$ cat config.mk
export PLATFORM = sky130hd
export DESIGN_NAME = wss_watchdog_service_sequencer
export DESIGN_NICKNAME = d
export VERILOG_FILES = /design/src/wss_pkg.sv /design/src/wss_timeout_counter.sv /design/src/wss_watchdog_service_sequencer.sv
export SDC_FILE = /design/constraint.sdc
export NUM_CORES = 1
export LEC_CHECK = 0
export ABC_AREA = 1
export BUFFER_PORTS_ARGS = -buffer_cell sky130_fd_sc_hd__buf_2
export CAP_MARGIN = 20
export CORE_ASPECT_RATIO = 0.5
export CORE_MARGIN = 2
export CORE_UTILIZATION = 55
export DETAILED_ROUTE_END_ITERATION = 10
export PLACE_DENSITY = 0.81
export SYNTH_ARGS = -nofsm -noshare
export SYNTH_HDL_FRONTEND = slang
export SYNTH_SLANG_ARGS = --single-unit
$ cat constraint.sdc
create_clock -name clk -period 9.2 [get_ports clk]
set_input_delay 0.92 -clock clk [delete_from_list [all_inputs] [get_ports clk]]
set_output_delay 0.92 -clock clk [all_outputs]
set_load 0.02 [all_outputs]
$ cat src/wss_pkg.sv
// constants, register map and types shared by the watchdog service sequencer
package wss_pkg;
  // bus geometry
  localparam int ADDR_W = 10;
  localparam int DATA_W = 32;
  // register indices; byte address is four times the index
  localparam logic [7:0] CTRL_IDX = 8'h3C;
  localparam logic [7:0] SERVICE_IDX = 8'h3F;
  localparam logic [7:0] STATUS_IDX = 8'h40;
  localparam logic [7:0] MASK_IDX = 8'h41;
  localparam logic [7:0] ELAPSED_IDX = 8'h42;
  // service keys
  localparam logic [7:0] KEY_FIRST = 8'h55;
  localparam logic [7:0] KEY_SECOND = 8'hAA;
  // control register fields
  localparam int CTRL_RATE_LSB = 0;
  localparam int CTRL_WINDOW_BIT = 7;
  localparam logic [2:0] RATE_RESET = 3'h0;
  localparam logic [2:0] RATE_OFF = 3'h0;
  localparam logic WINDOW_RESET = 1'b0;
  // status / mask fields
  localparam int STATUS_W = 4;
  localparam int ST_WRONG = 0;
  localparam int ST_EARLY = 1;
  localparam int ST_EXPIRE = 2;
  localparam int ST_RESTART = 3;
  localparam logic [STATUS_W-1:0] STATUS_RESET = 4'h0;
  localparam logic [STATUS_W-1:0] MASK_RESET = 4'h0;
  // time-out counter
  localparam int COUNT_W = 25;
  localparam logic [4:0] EXP_MIN = 5'h02;
  // bus responses
  localparam logic [1:0] RESP_OKAY = 2'h0;
  localparam logic [1:0] RESP_SLVERR = 2'h2;

  // key sequence progress
  typedef enum logic [0:0] {
    SVC_IDLE = 1'b0,
    SVC_ARMED = 1'b1
  } wss_svc_t;

  // byte address of a register index
  function automatic logic [ADDR_W-1:0] regAddr(input logic [7:0] idx);
    regAddr = {idx, 2'b00};
  endfunction

  // period exponent for each rate select value, zero when disabled
  function automatic logic [4:0] rateExp(input logic [2:0] sel);
    case (sel)
      3'h1: rateExp = 5'h0E;
      3'h2: rateExp = 5'h10;
      3'h3: rateExp = 5'h12;
      3'h4: rateExp = 5'h14;
      3'h5: rateExp = 5'h16;
      3'h6: rateExp = 5'h17;
      3'h7: rateExp = 5'h18;
      default: rateExp = 5'h00;
    endcase
  endfunction
endpackage

$ cat src/wss_timeout_counter.sv
// watchdog time-out counter with window detection
`timescale 1ns/1ps
module wss_timeout_counter #(
  parameter int EXP_REDUCE = 0 // shortens every period for simulation
) (
  input wire logic clk,
  input wire logic rst,
  input wire logic [2:0] rateSel,
  input wire logic restart,
  output logic [wss_pkg::COUNT_W-1:0] elapsed,
  output logic expired,
  output logic windowOpen
);
  import wss_pkg::*;

  logic [4:0] periodExp; // effective exponent after reduction
  logic [COUNT_W-1:0] periodLast; // last count of a period
  logic [COUNT_W-1:0] windowStart; // first count of the final quarter
  logic [COUNT_W-1:0] next_elapsed;
  logic next_expired;

  // period shape; clamp keeps the quarter nonzero when heavily reduced
  always_comb begin
    periodExp = rateExp(rateSel) - 5'(EXP_REDUCE);
    if (periodExp < EXP_MIN || periodExp > rateExp(rateSel)) begin
      periodExp = EXP_MIN;
    end
    periodLast = (COUNT_W'(1) << periodExp) - COUNT_W'(1);
    windowStart = (COUNT_W'(1) << periodExp) - (COUNT_W'(1) << (periodExp - 5'h02));
    windowOpen = (elapsed >= windowStart);
  end

  // count, wrap on expiry, hold at zero while disabled
  always_comb begin
    next_elapsed = elapsed + COUNT_W'(1);
    next_expired = 1'b0;
    if (rateSel == RATE_OFF || restart) begin
      next_elapsed = '0;
    end else if (elapsed == periodLast) begin
      next_elapsed = '0;
      next_expired = 1'b1;
    end
  end

  // register the count
  always_ff @(posedge clk) begin
    if (rst) begin
      elapsed <= '0;
      expired <= 1'b0;
    end else begin
      elapsed <= next_elapsed;
      expired <= next_expired;
    end
  end
endmodule

$ cat src/wss_watchdog_service_sequencer.sv
// watchdog service sequencer with AXI4-Lite registers and interrupt
// Notes on behaviour
// - rate zero: service writes ignored entirely
// - enabled: non-key byte causes watchdog reset
// - first key then second key restarts count
// - other accesses may separate the keys
// - window mode: early write causes reset
// - repeated first keys are harmless
// - window mode, after restart: writes premature until window
// - nonzero rate load starts a period
// - expiry requests full system reset
//
// Chosen here: the AXI4-Lite interface to the registers.
`timescale 1ns/1ps
module wss_watchdog_service_sequencer #(
  parameter int EXP_REDUCE = 0 // subtracted from period exponent, 0 in silicon
) (
  input wire logic clk,
  input wire logic rst,
  input wire logic [wss_pkg::ADDR_W-1:0] s_axi_awaddr,
  input wire logic s_axi_awvalid,
  output logic s_axi_awready,
  input wire logic [wss_pkg::DATA_W-1:0] s_axi_wdata,
  input wire logic [3:0] s_axi_wstrb,
  input wire logic s_axi_wvalid,
  output logic s_axi_wready,
  output logic [1:0] s_axi_bresp,
  output logic s_axi_bvalid,
  input wire logic s_axi_bready,
  input wire logic [wss_pkg::ADDR_W-1:0] s_axi_araddr,
  input wire logic s_axi_arvalid,
  output logic s_axi_arready,
  output logic [wss_pkg::DATA_W-1:0] s_axi_rdata,
  output logic [1:0] s_axi_rresp,
  output logic s_axi_rvalid,
  input wire logic s_axi_rready,
  output logic irq,
  output logic wdogResetReq
);
  import wss_pkg::*;

  // bus holding state
  logic awHeld, next_awHeld;
  logic [ADDR_W-1:0] awAddr, next_awAddr;
  logic wHeld, next_wHeld;
  logic [7:0] wByte, next_wByte; // only lane 0 matters to any register
  logic wLane0, next_wLane0;
  logic next_awready, next_wready, next_arready;
  logic next_bvalid, next_rvalid;
  logic [1:0] next_bresp, next_rresp;
  logic [DATA_W-1:0] next_rdata;
  // block state
  logic [2:0] rateSel, next_rateSel; // timeout_rate_select
  logic windowMode, next_windowMode; // window_mode_enable
  logic [STATUS_W-1:0] status, next_status;
  logic [STATUS_W-1:0] mask, next_mask;
  wss_svc_t svcState, next_svcState;
  logic next_irq, next_resetReq;
  // events and helpers
  logic doWrite, svcWrite, enabled, earlyWin;
  logic wrongEv, earlyEv, restartEv, startEv, counterRestart;
  logic [COUNT_W-1:0] elapsed;
  logic expired, windowOpen;

  // watchdog_timer counter
  wss_timeout_counter #(.EXP_REDUCE(EXP_REDUCE)) u_counter (
    .clk(clk),
    .rst(rst),
    .rateSel(rateSel),
    .restart(counterRestart),
    .elapsed(elapsed),
    .expired(expired),
    .windowOpen(windowOpen)
  );

  // a write runs once both halves are held and the response slot is free
  assign doWrite = awHeld && wHeld && !s_axi_bvalid;
  assign svcWrite = doWrite && awAddr == regAddr(SERVICE_IDX) && wLane0;
  assign enabled = (rateSel != RATE_OFF);
  // in window mode software must keep keys inside the final quarter; early ones trip
  assign earlyWin = windowMode && !windowOpen;

  // bus channels, register file, key sequencer
  always_comb begin
    next_awHeld = awHeld;
    next_awAddr = awAddr;
    next_wHeld = wHeld;
    next_wByte = wByte;
    next_wLane0 = wLane0;
    next_bvalid = s_axi_bvalid;
    next_bresp = s_axi_bresp;
    next_rvalid = s_axi_rvalid;
    next_rresp = s_axi_rresp;
    next_rdata = s_axi_rdata;
    next_rateSel = rateSel;
    next_windowMode = windowMode;
    next_mask = mask;
    next_svcState = svcState;
    wrongEv = 1'b0;
    earlyEv = 1'b0;
    restartEv = 1'b0;
    startEv = 1'b0;
    next_status = status;
    // address and data are taken in either order
    if (s_axi_awvalid && s_axi_awready) begin
      next_awHeld = 1'b1;
      next_awAddr = s_axi_awaddr;
    end
    if (s_axi_wvalid && s_axi_wready) begin
      next_wHeld = 1'b1;
      next_wByte = s_axi_wdata[7:0];
      next_wLane0 = s_axi_wstrb[0];
    end
    if (s_axi_bvalid && s_axi_bready) begin
      next_bvalid = 1'b0;
    end
    // write decode
    if (doWrite) begin
      next_awHeld = 1'b0;
      next_wHeld = 1'b0;
      next_bvalid = 1'b1;
      next_bresp = RESP_OKAY;
      case (awAddr)
        regAddr(CTRL_IDX): begin
          if (wLane0) begin
            next_rateSel = wByte[CTRL_RATE_LSB +: 3];
            next_windowMode = wByte[CTRL_WINDOW_BIT];
            startEv = (wByte[CTRL_RATE_LSB +: 3] != RATE_OFF);
          end
        end
        regAddr(MASK_IDX): begin
          if (wLane0) begin
            next_mask = wByte[STATUS_W-1:0];
          end
        end
        regAddr(SERVICE_IDX), regAddr(STATUS_IDX), regAddr(ELAPSED_IDX): begin
          next_bresp = RESP_OKAY; // read-only ones just ignore the data
        end
        default: next_bresp = RESP_SLVERR;
      endcase
    end
    // key sequencer; disabled watchdog ignores the write entirely
    if (svcWrite && enabled) begin
      if (earlyWin) begin
        earlyEv = 1'b1; // any value, including keys, before the window
      end else if (wByte == KEY_FIRST) begin
        next_svcState = SVC_ARMED; // repeats keep it armed
      end else if (wByte == KEY_SECOND) begin
        if (svcState == SVC_ARMED) begin
          restartEv = 1'b1; // armed state survives other accesses
          next_svcState = SVC_IDLE;
        end
      end else begin
        wrongEv = 1'b1;
      end
    end
    // any reset cause drops a half-done sequence
    if (wrongEv || earlyEv || expired) begin
      next_svcState = SVC_IDLE;
    end
    // read channel; a status read clears it but new events still land
    if (s_axi_rvalid && s_axi_rready) begin
      next_rvalid = 1'b0;
    end
    if (s_axi_arvalid && s_axi_arready) begin
      next_rvalid = 1'b1;
      next_rresp = RESP_OKAY;
      next_rdata = '0;
      case (s_axi_araddr)
        regAddr(CTRL_IDX): begin
          next_rdata[CTRL_RATE_LSB +: 3] = rateSel;
          next_rdata[CTRL_WINDOW_BIT] = windowMode;
        end
        regAddr(SERVICE_IDX): next_rdata = '0; // always reads zero
        regAddr(STATUS_IDX): begin
          next_rdata[STATUS_W-1:0] = status;
          next_status = '0;
        end
        regAddr(MASK_IDX): next_rdata[STATUS_W-1:0] = mask;
        regAddr(ELAPSED_IDX): next_rdata[COUNT_W-1:0] = elapsed;
        default: next_rresp = RESP_SLVERR;
      endcase
    end
    // set wins over the read clear
    next_status[ST_WRONG] = next_status[ST_WRONG] | wrongEv;
    next_status[ST_EARLY] = next_status[ST_EARLY] | earlyEv;
    next_status[ST_EXPIRE] = next_status[ST_EXPIRE] | expired;
    next_status[ST_RESTART] = next_status[ST_RESTART] | restartEv;
    next_resetReq = wrongEv || earlyEv || expired;
    next_irq = |(next_status & next_mask);
    // one request slot per channel keeps the slave single-outstanding
    next_awready = !next_awHeld;
    next_wready = !next_wHeld;
    next_arready = !next_rvalid;
  end

  // counter restarts on a good sequence, a rate load or after any reset cause
  assign counterRestart = restartEv || startEv || wrongEv || earlyEv;

  // register everything
  always_ff @(posedge clk) begin
    if (rst) begin
      awHeld <= 1'b0;
      awAddr <= '0;
      wHeld <= 1'b0;
      wByte <= 8'h00;
      wLane0 <= 1'b0;
      s_axi_awready <= 1'b0;
      s_axi_wready <= 1'b0;
      s_axi_arready <= 1'b0;
      s_axi_bvalid <= 1'b0;
      s_axi_bresp <= RESP_OKAY;
      s_axi_rvalid <= 1'b0;
      s_axi_rresp <= RESP_OKAY;
      s_axi_rdata <= '0;
      rateSel <= RATE_RESET;
      windowMode <= WINDOW_RESET;
      status <= STATUS_RESET;
      mask <= MASK_RESET;
      svcState <= SVC_IDLE;
      irq <= 1'b0;
      wdogResetReq <= 1'b0;
    end else begin
      awHeld <= next_awHeld;
      awAddr <= next_awAddr;
      wHeld <= next_wHeld;
      wByte <= next_wByte;
      wLane0 <= next_wLane0;
      s_axi_awready <= next_awready;
      s_axi_wready <= next_wready;
      s_axi_arready <= next_arready;
      s_axi_bvalid <= next_bvalid;
      s_axi_bresp <= next_bresp;
      s_axi_rvalid <= next_rvalid;
      s_axi_rresp <= next_rresp;
      s_axi_rdata <= next_rdata;
      rateSel <= next_rateSel;
      windowMode <= next_windowMode;
      status <= next_status;
      mask <= next_mask;
      svcState <= next_svcState;
      irq <= next_irq;
      wdogResetReq <= next_resetReq;
    end
  end

  // checks on the sequencer
  a_disabled_ignore: assert property (@(posedge clk) disable iff (rst)
    svcWrite && !enabled |=> !wdogResetReq && svcState == $past(svcState))
    else $error("service write acted while disabled");
  a_bad_key_reset: assert property (@(posedge clk) disable iff (rst)
    svcWrite && enabled && !earlyWin && wByte != KEY_FIRST && wByte != KEY_SECOND
    |=> wdogResetReq)
    else $error("wrong key gave no reset");
  a_key_restart: assert property (@(posedge clk) disable iff (rst)
    svcWrite && enabled && !earlyWin && wByte == KEY_SECOND && svcState == SVC_ARMED
    |=> elapsed == '0 && svcState == SVC_IDLE && wdogResetReq == $past(expired))
    else $error("key pair did not restart");
  a_armed_holds: assert property (@(posedge clk) disable iff (rst)
    svcState == SVC_ARMED && !svcWrite && !expired |=> svcState == SVC_ARMED)
    else $error("armed state lost between accesses");
  a_expiry_reset: assert property (@(posedge clk) disable iff (rst)
    expired |=> wdogResetReq && svcState == SVC_IDLE)
    else $error("expiry gave no reset");
  a_early_write: assert property (@(posedge clk) disable iff (rst)
    svcWrite && enabled && earlyWin |=> wdogResetReq ##1 elapsed == COUNT_W'(1))
    else $error("premature write gave no reset");
  a_repeat_first: assert property (@(posedge clk) disable iff (rst)
    svcWrite && enabled && !earlyWin && wByte == KEY_FIRST && !expired
    |=> svcState == SVC_ARMED && !wdogResetReq)
    else $error("first key was penalised");
  a_window_closed: assert property (@(posedge clk) disable iff (rst)
    restartEv && windowMode && !startEv |=> !windowOpen)
    else $error("window open after restart");
  a_rate_start: assert property (@(posedge clk) disable iff (rst)
    startEv |=> elapsed == '0 ##1 elapsed == COUNT_W'(1))
    else $error("rate load did not start period");
  a_reset_pulse: assert property (@(posedge clk) disable iff (rst)
    $rose(wdogResetReq) |=> !wdogResetReq)
    else $error("reset request longer than one cycle");
endmodule

==> flow_summary.yaml <==
power:
  leakagePower_uw: 0.00365
  peakVddDrop_mv: 0.103
  power.density_nw_per_um2: 119
timing:
  finalSetupTns_ns: 0
  finalCriticalPeriod_ns: 6.90
  final-hold-violation-count: 0
  skew_ns: 0.0101
  maxSlewHeadroom: 0.399
  setup_viol: 0
  finalCritPeriodShare: 0.750
  drv_slew: 0
  fmax_mhz: 145
  worstMarginPinSlew_ns: 0.899
  rsz0062_at_grt: "no"
clocking:
  clk_pin_slew_ns: 0.07
  cts_tree: "yes"
  cts_buffers: 9
  clk_path_buf_depth: 2
  cts_max_level: 3
  clk_latency_ns: 0.34
  clock-sinks: 94
  cts_resized: 0
  ctsHoldBuffers: 0
  cts-root-buf: "clkbuf_16"
  post-cts-setup-buffers: 0
job:
  drv_cap: 0
critical_path:
  critPathBufInv: 6
  crit_start: "rateSel[0]$_SDFFE_PP0P_"
  cp.required_ns: 9.47
  reg2reg_from: "rateSel[0]$_SDFFE_PP0P_"
  path_class: "reg2reg"
  cp_slowest_stage_delay_ns: 0.50
  end_kind: "flip-flop"
  r2r_end: "u_counter.elapsed[8]$_SDFF_PP0_"
  path_common_cell: "nand2_1"
  start_kind: "flip-flop"
  crit_family: "simple AND/OR/NAND/NOR gates"
  slowest_stage: "dfxtp_1"
  r2r_setup_slack_ns: 2.30
  path_max_fanout: 25
  reg2reg_depth: 35
  arrival_ns: 7.17
grt:
  grt_pass1_wl_um: 30800
  antenna_found_initial: 0
  track_usage: 0.278
  grt_max_degree: 45
  grt_overflow_total: 0
  grt_pass1_vias: 6576
floorplan:
  coreArea_um2: 12500
  die_x_um: 163
  io_pins: 106
  num_rows: 29
  dieArea_um2: 13700
  die_y_um: 83.7
  start_util: 0.558
cells_and_area:
  post-route-util: 0.622
  layout.cells.non_filler: 1332
  drive_gt1_frac: 0.0886
  antennaDiodeCount: 0
  fin_nets: 1277
  area.growth.synth_to_final_pct: 11.5
placed_design:
  post-dp-hpwl_um: 14600
  port_buffers: 69
  gp_congestion: 0.925
  dp_cells: 1316
synthesis:
  synth-edff-count: 0
  syn_avg_cell_area_um2: 6.51
  ys_async_sr_fraction: 0
  synth.most_common_cell: "nand2_1"
  ys.flop_type: "dfxtp_1"
  syn_inst: 1072
  ys_ff_latch: 94
  ys.warnings.count: 0
  synth_top_cells_by_count: "216 x nand2_1, 166 x nor2_1, 138 x inv_1"
  synth_top_area_cell: "dfxtp_1"
  yosysTopAreaCellShare: 0.270
  synth_area_leaders: "dfxtp_1 27%, nand2_1 12%, ha_1 10%"
  ys_seq_area_frac: 0.270
  ys_types: 44
  synthesis.area_um2: 6980
worst_hold_path:
  hold_end: "s_axi_rdata[5]$_SDFFE_PP0P_"
  hold_depth: 2
  min_from: "s_axi_rdata[5]$_SDFFE_PP0P_"
  hold_path_class: "reg2reg"
routing:
  drtIter0Drc: 481
  ant_nets: 0
  drc_errors: 0
  totalWireLength_um: 18700
  wl_per_cell_um: 14.0
  vias_per_cell: 5.42
  via_count: 7216
  drt-pass1-iter-count: 6
status:
  status: "complete, no violations"
flip-flops by register name (all words and copies together), names as in the netlist, 3 cells and up:
signal and count:
s_axi_rdata 25, u_counter.elapsed 25, awAddr 10, wByte 8, mask 4, status 4, rateSel 3
power breakdown:
group	switching, uW	total, uW	internal [uW]
sequential	6.88	423	416
clock	165	359	194
combinational	92.5	144	51.5
layer usage:
metal  share of wire  global-route usage  routed length (um)  up-vias
met5               0                   0                   0        -
met4           0.016              0.0732                 290        0
met3           0.078              0.0532                1460       25
met2            0.44               0.442                8190      257
met1            0.47               0.387                8760     3296
li1                -                   -                   -     3638
how the worst max path moves through the flow:
stage,end,cells after the start
after floorplan,u_counter.elapsed[8]$_SDFF_PP0_,36
after global placement,u_counter.elapsed[18]$_SDFF_PP0_,33
after detailed placement,u_counter.elapsed[8]$_SDFF_PP0_,35
after CTS,u_counter.elapsed[8]$_SDFF_PP0_,35
after global routing,u_counter.elapsed[11]$_SDFF_PP0_,35
final,u_counter.elapsed[8]$_SDFF_PP0_,35
tightest hold or removal path: stages, from the launching register on:
cell and delay [ns]:
dfxtp_1 0.31, nand2_1 0.06, a21oi_1 0.05
cells in the final DEF (no fill, tap or decap), types with 2 or more instances in the layout:
cell type	synthesis	final
inv_2	3	3
nand4_1	38	38
nor3_1	16	16
nand3_2	2	2
a211oi_1	6	6
a21boi_0	2	2
buf_2	4	69
nor3b_1	2	2
dfxtp_1	94	94
nand2_1	216	216
clkinv_4	0	2
o21ai_0	56	56
a21o_1	6	6
nor2_1	166	166
nand3_1	65	65
or2_2	2	2
o221ai_1	2	2
o211ai_1	4	4
nand2_2	4	4
inv_1	138	138
inv_6	0	2
o21a_1	2	2
nor4_1	2	2
xnor2_1	15	15
nand2_4	2	2
a31oi_1	3	3
xor2_1	41	41
clkbuf_16	0	9
ha_1	56	56
a21oi_1	79	79
o21bai_1	5	5
conb_1	2	37
clkinv_1	2	2
final cells by class:
class	count	area, um2
Tap cell	170	213
Clock buffer	11	243
Inverter	144	542
Sequential cell	94	1880
Timing Repair Buffer	69	345
Multi-Input combinational cell	839	4520
Fill cell	1200	4730
Clock inverter	5	42.5
logic make-up after synthesis:
kind of cell,Yosys count,share of synthesized area
buffers and inverters,174,0.102
other,2,0.00108
xor gates and xnor gates,56,0.0703
and+or+nand+nor,521,0.321
AOI/OAI and AO/OA,168,0.132
DFF,94,0.270
adders and majority gates,57,0.103
through the flow:
step / power (uW) / cell area (um2) / hold slack, ns / setup WS [ns]
6_report: 926 / 7780 / 0.463 / 2.30
5_1_grt: 969 / 7780 / 0.483 / 1.72
4_1_cts: 925 / 7780 / 0.466 / 2.41
3_5_place_dp: 570 / 7500 / 0.456 / 2.46
3_3_place_gp: 566 / 7500 / 0.450 / 2.62
2_1_floorplan: 540 / 7110 / 0.444 / 3.99
Note: power is estimated with default switching activity, not from simulation.
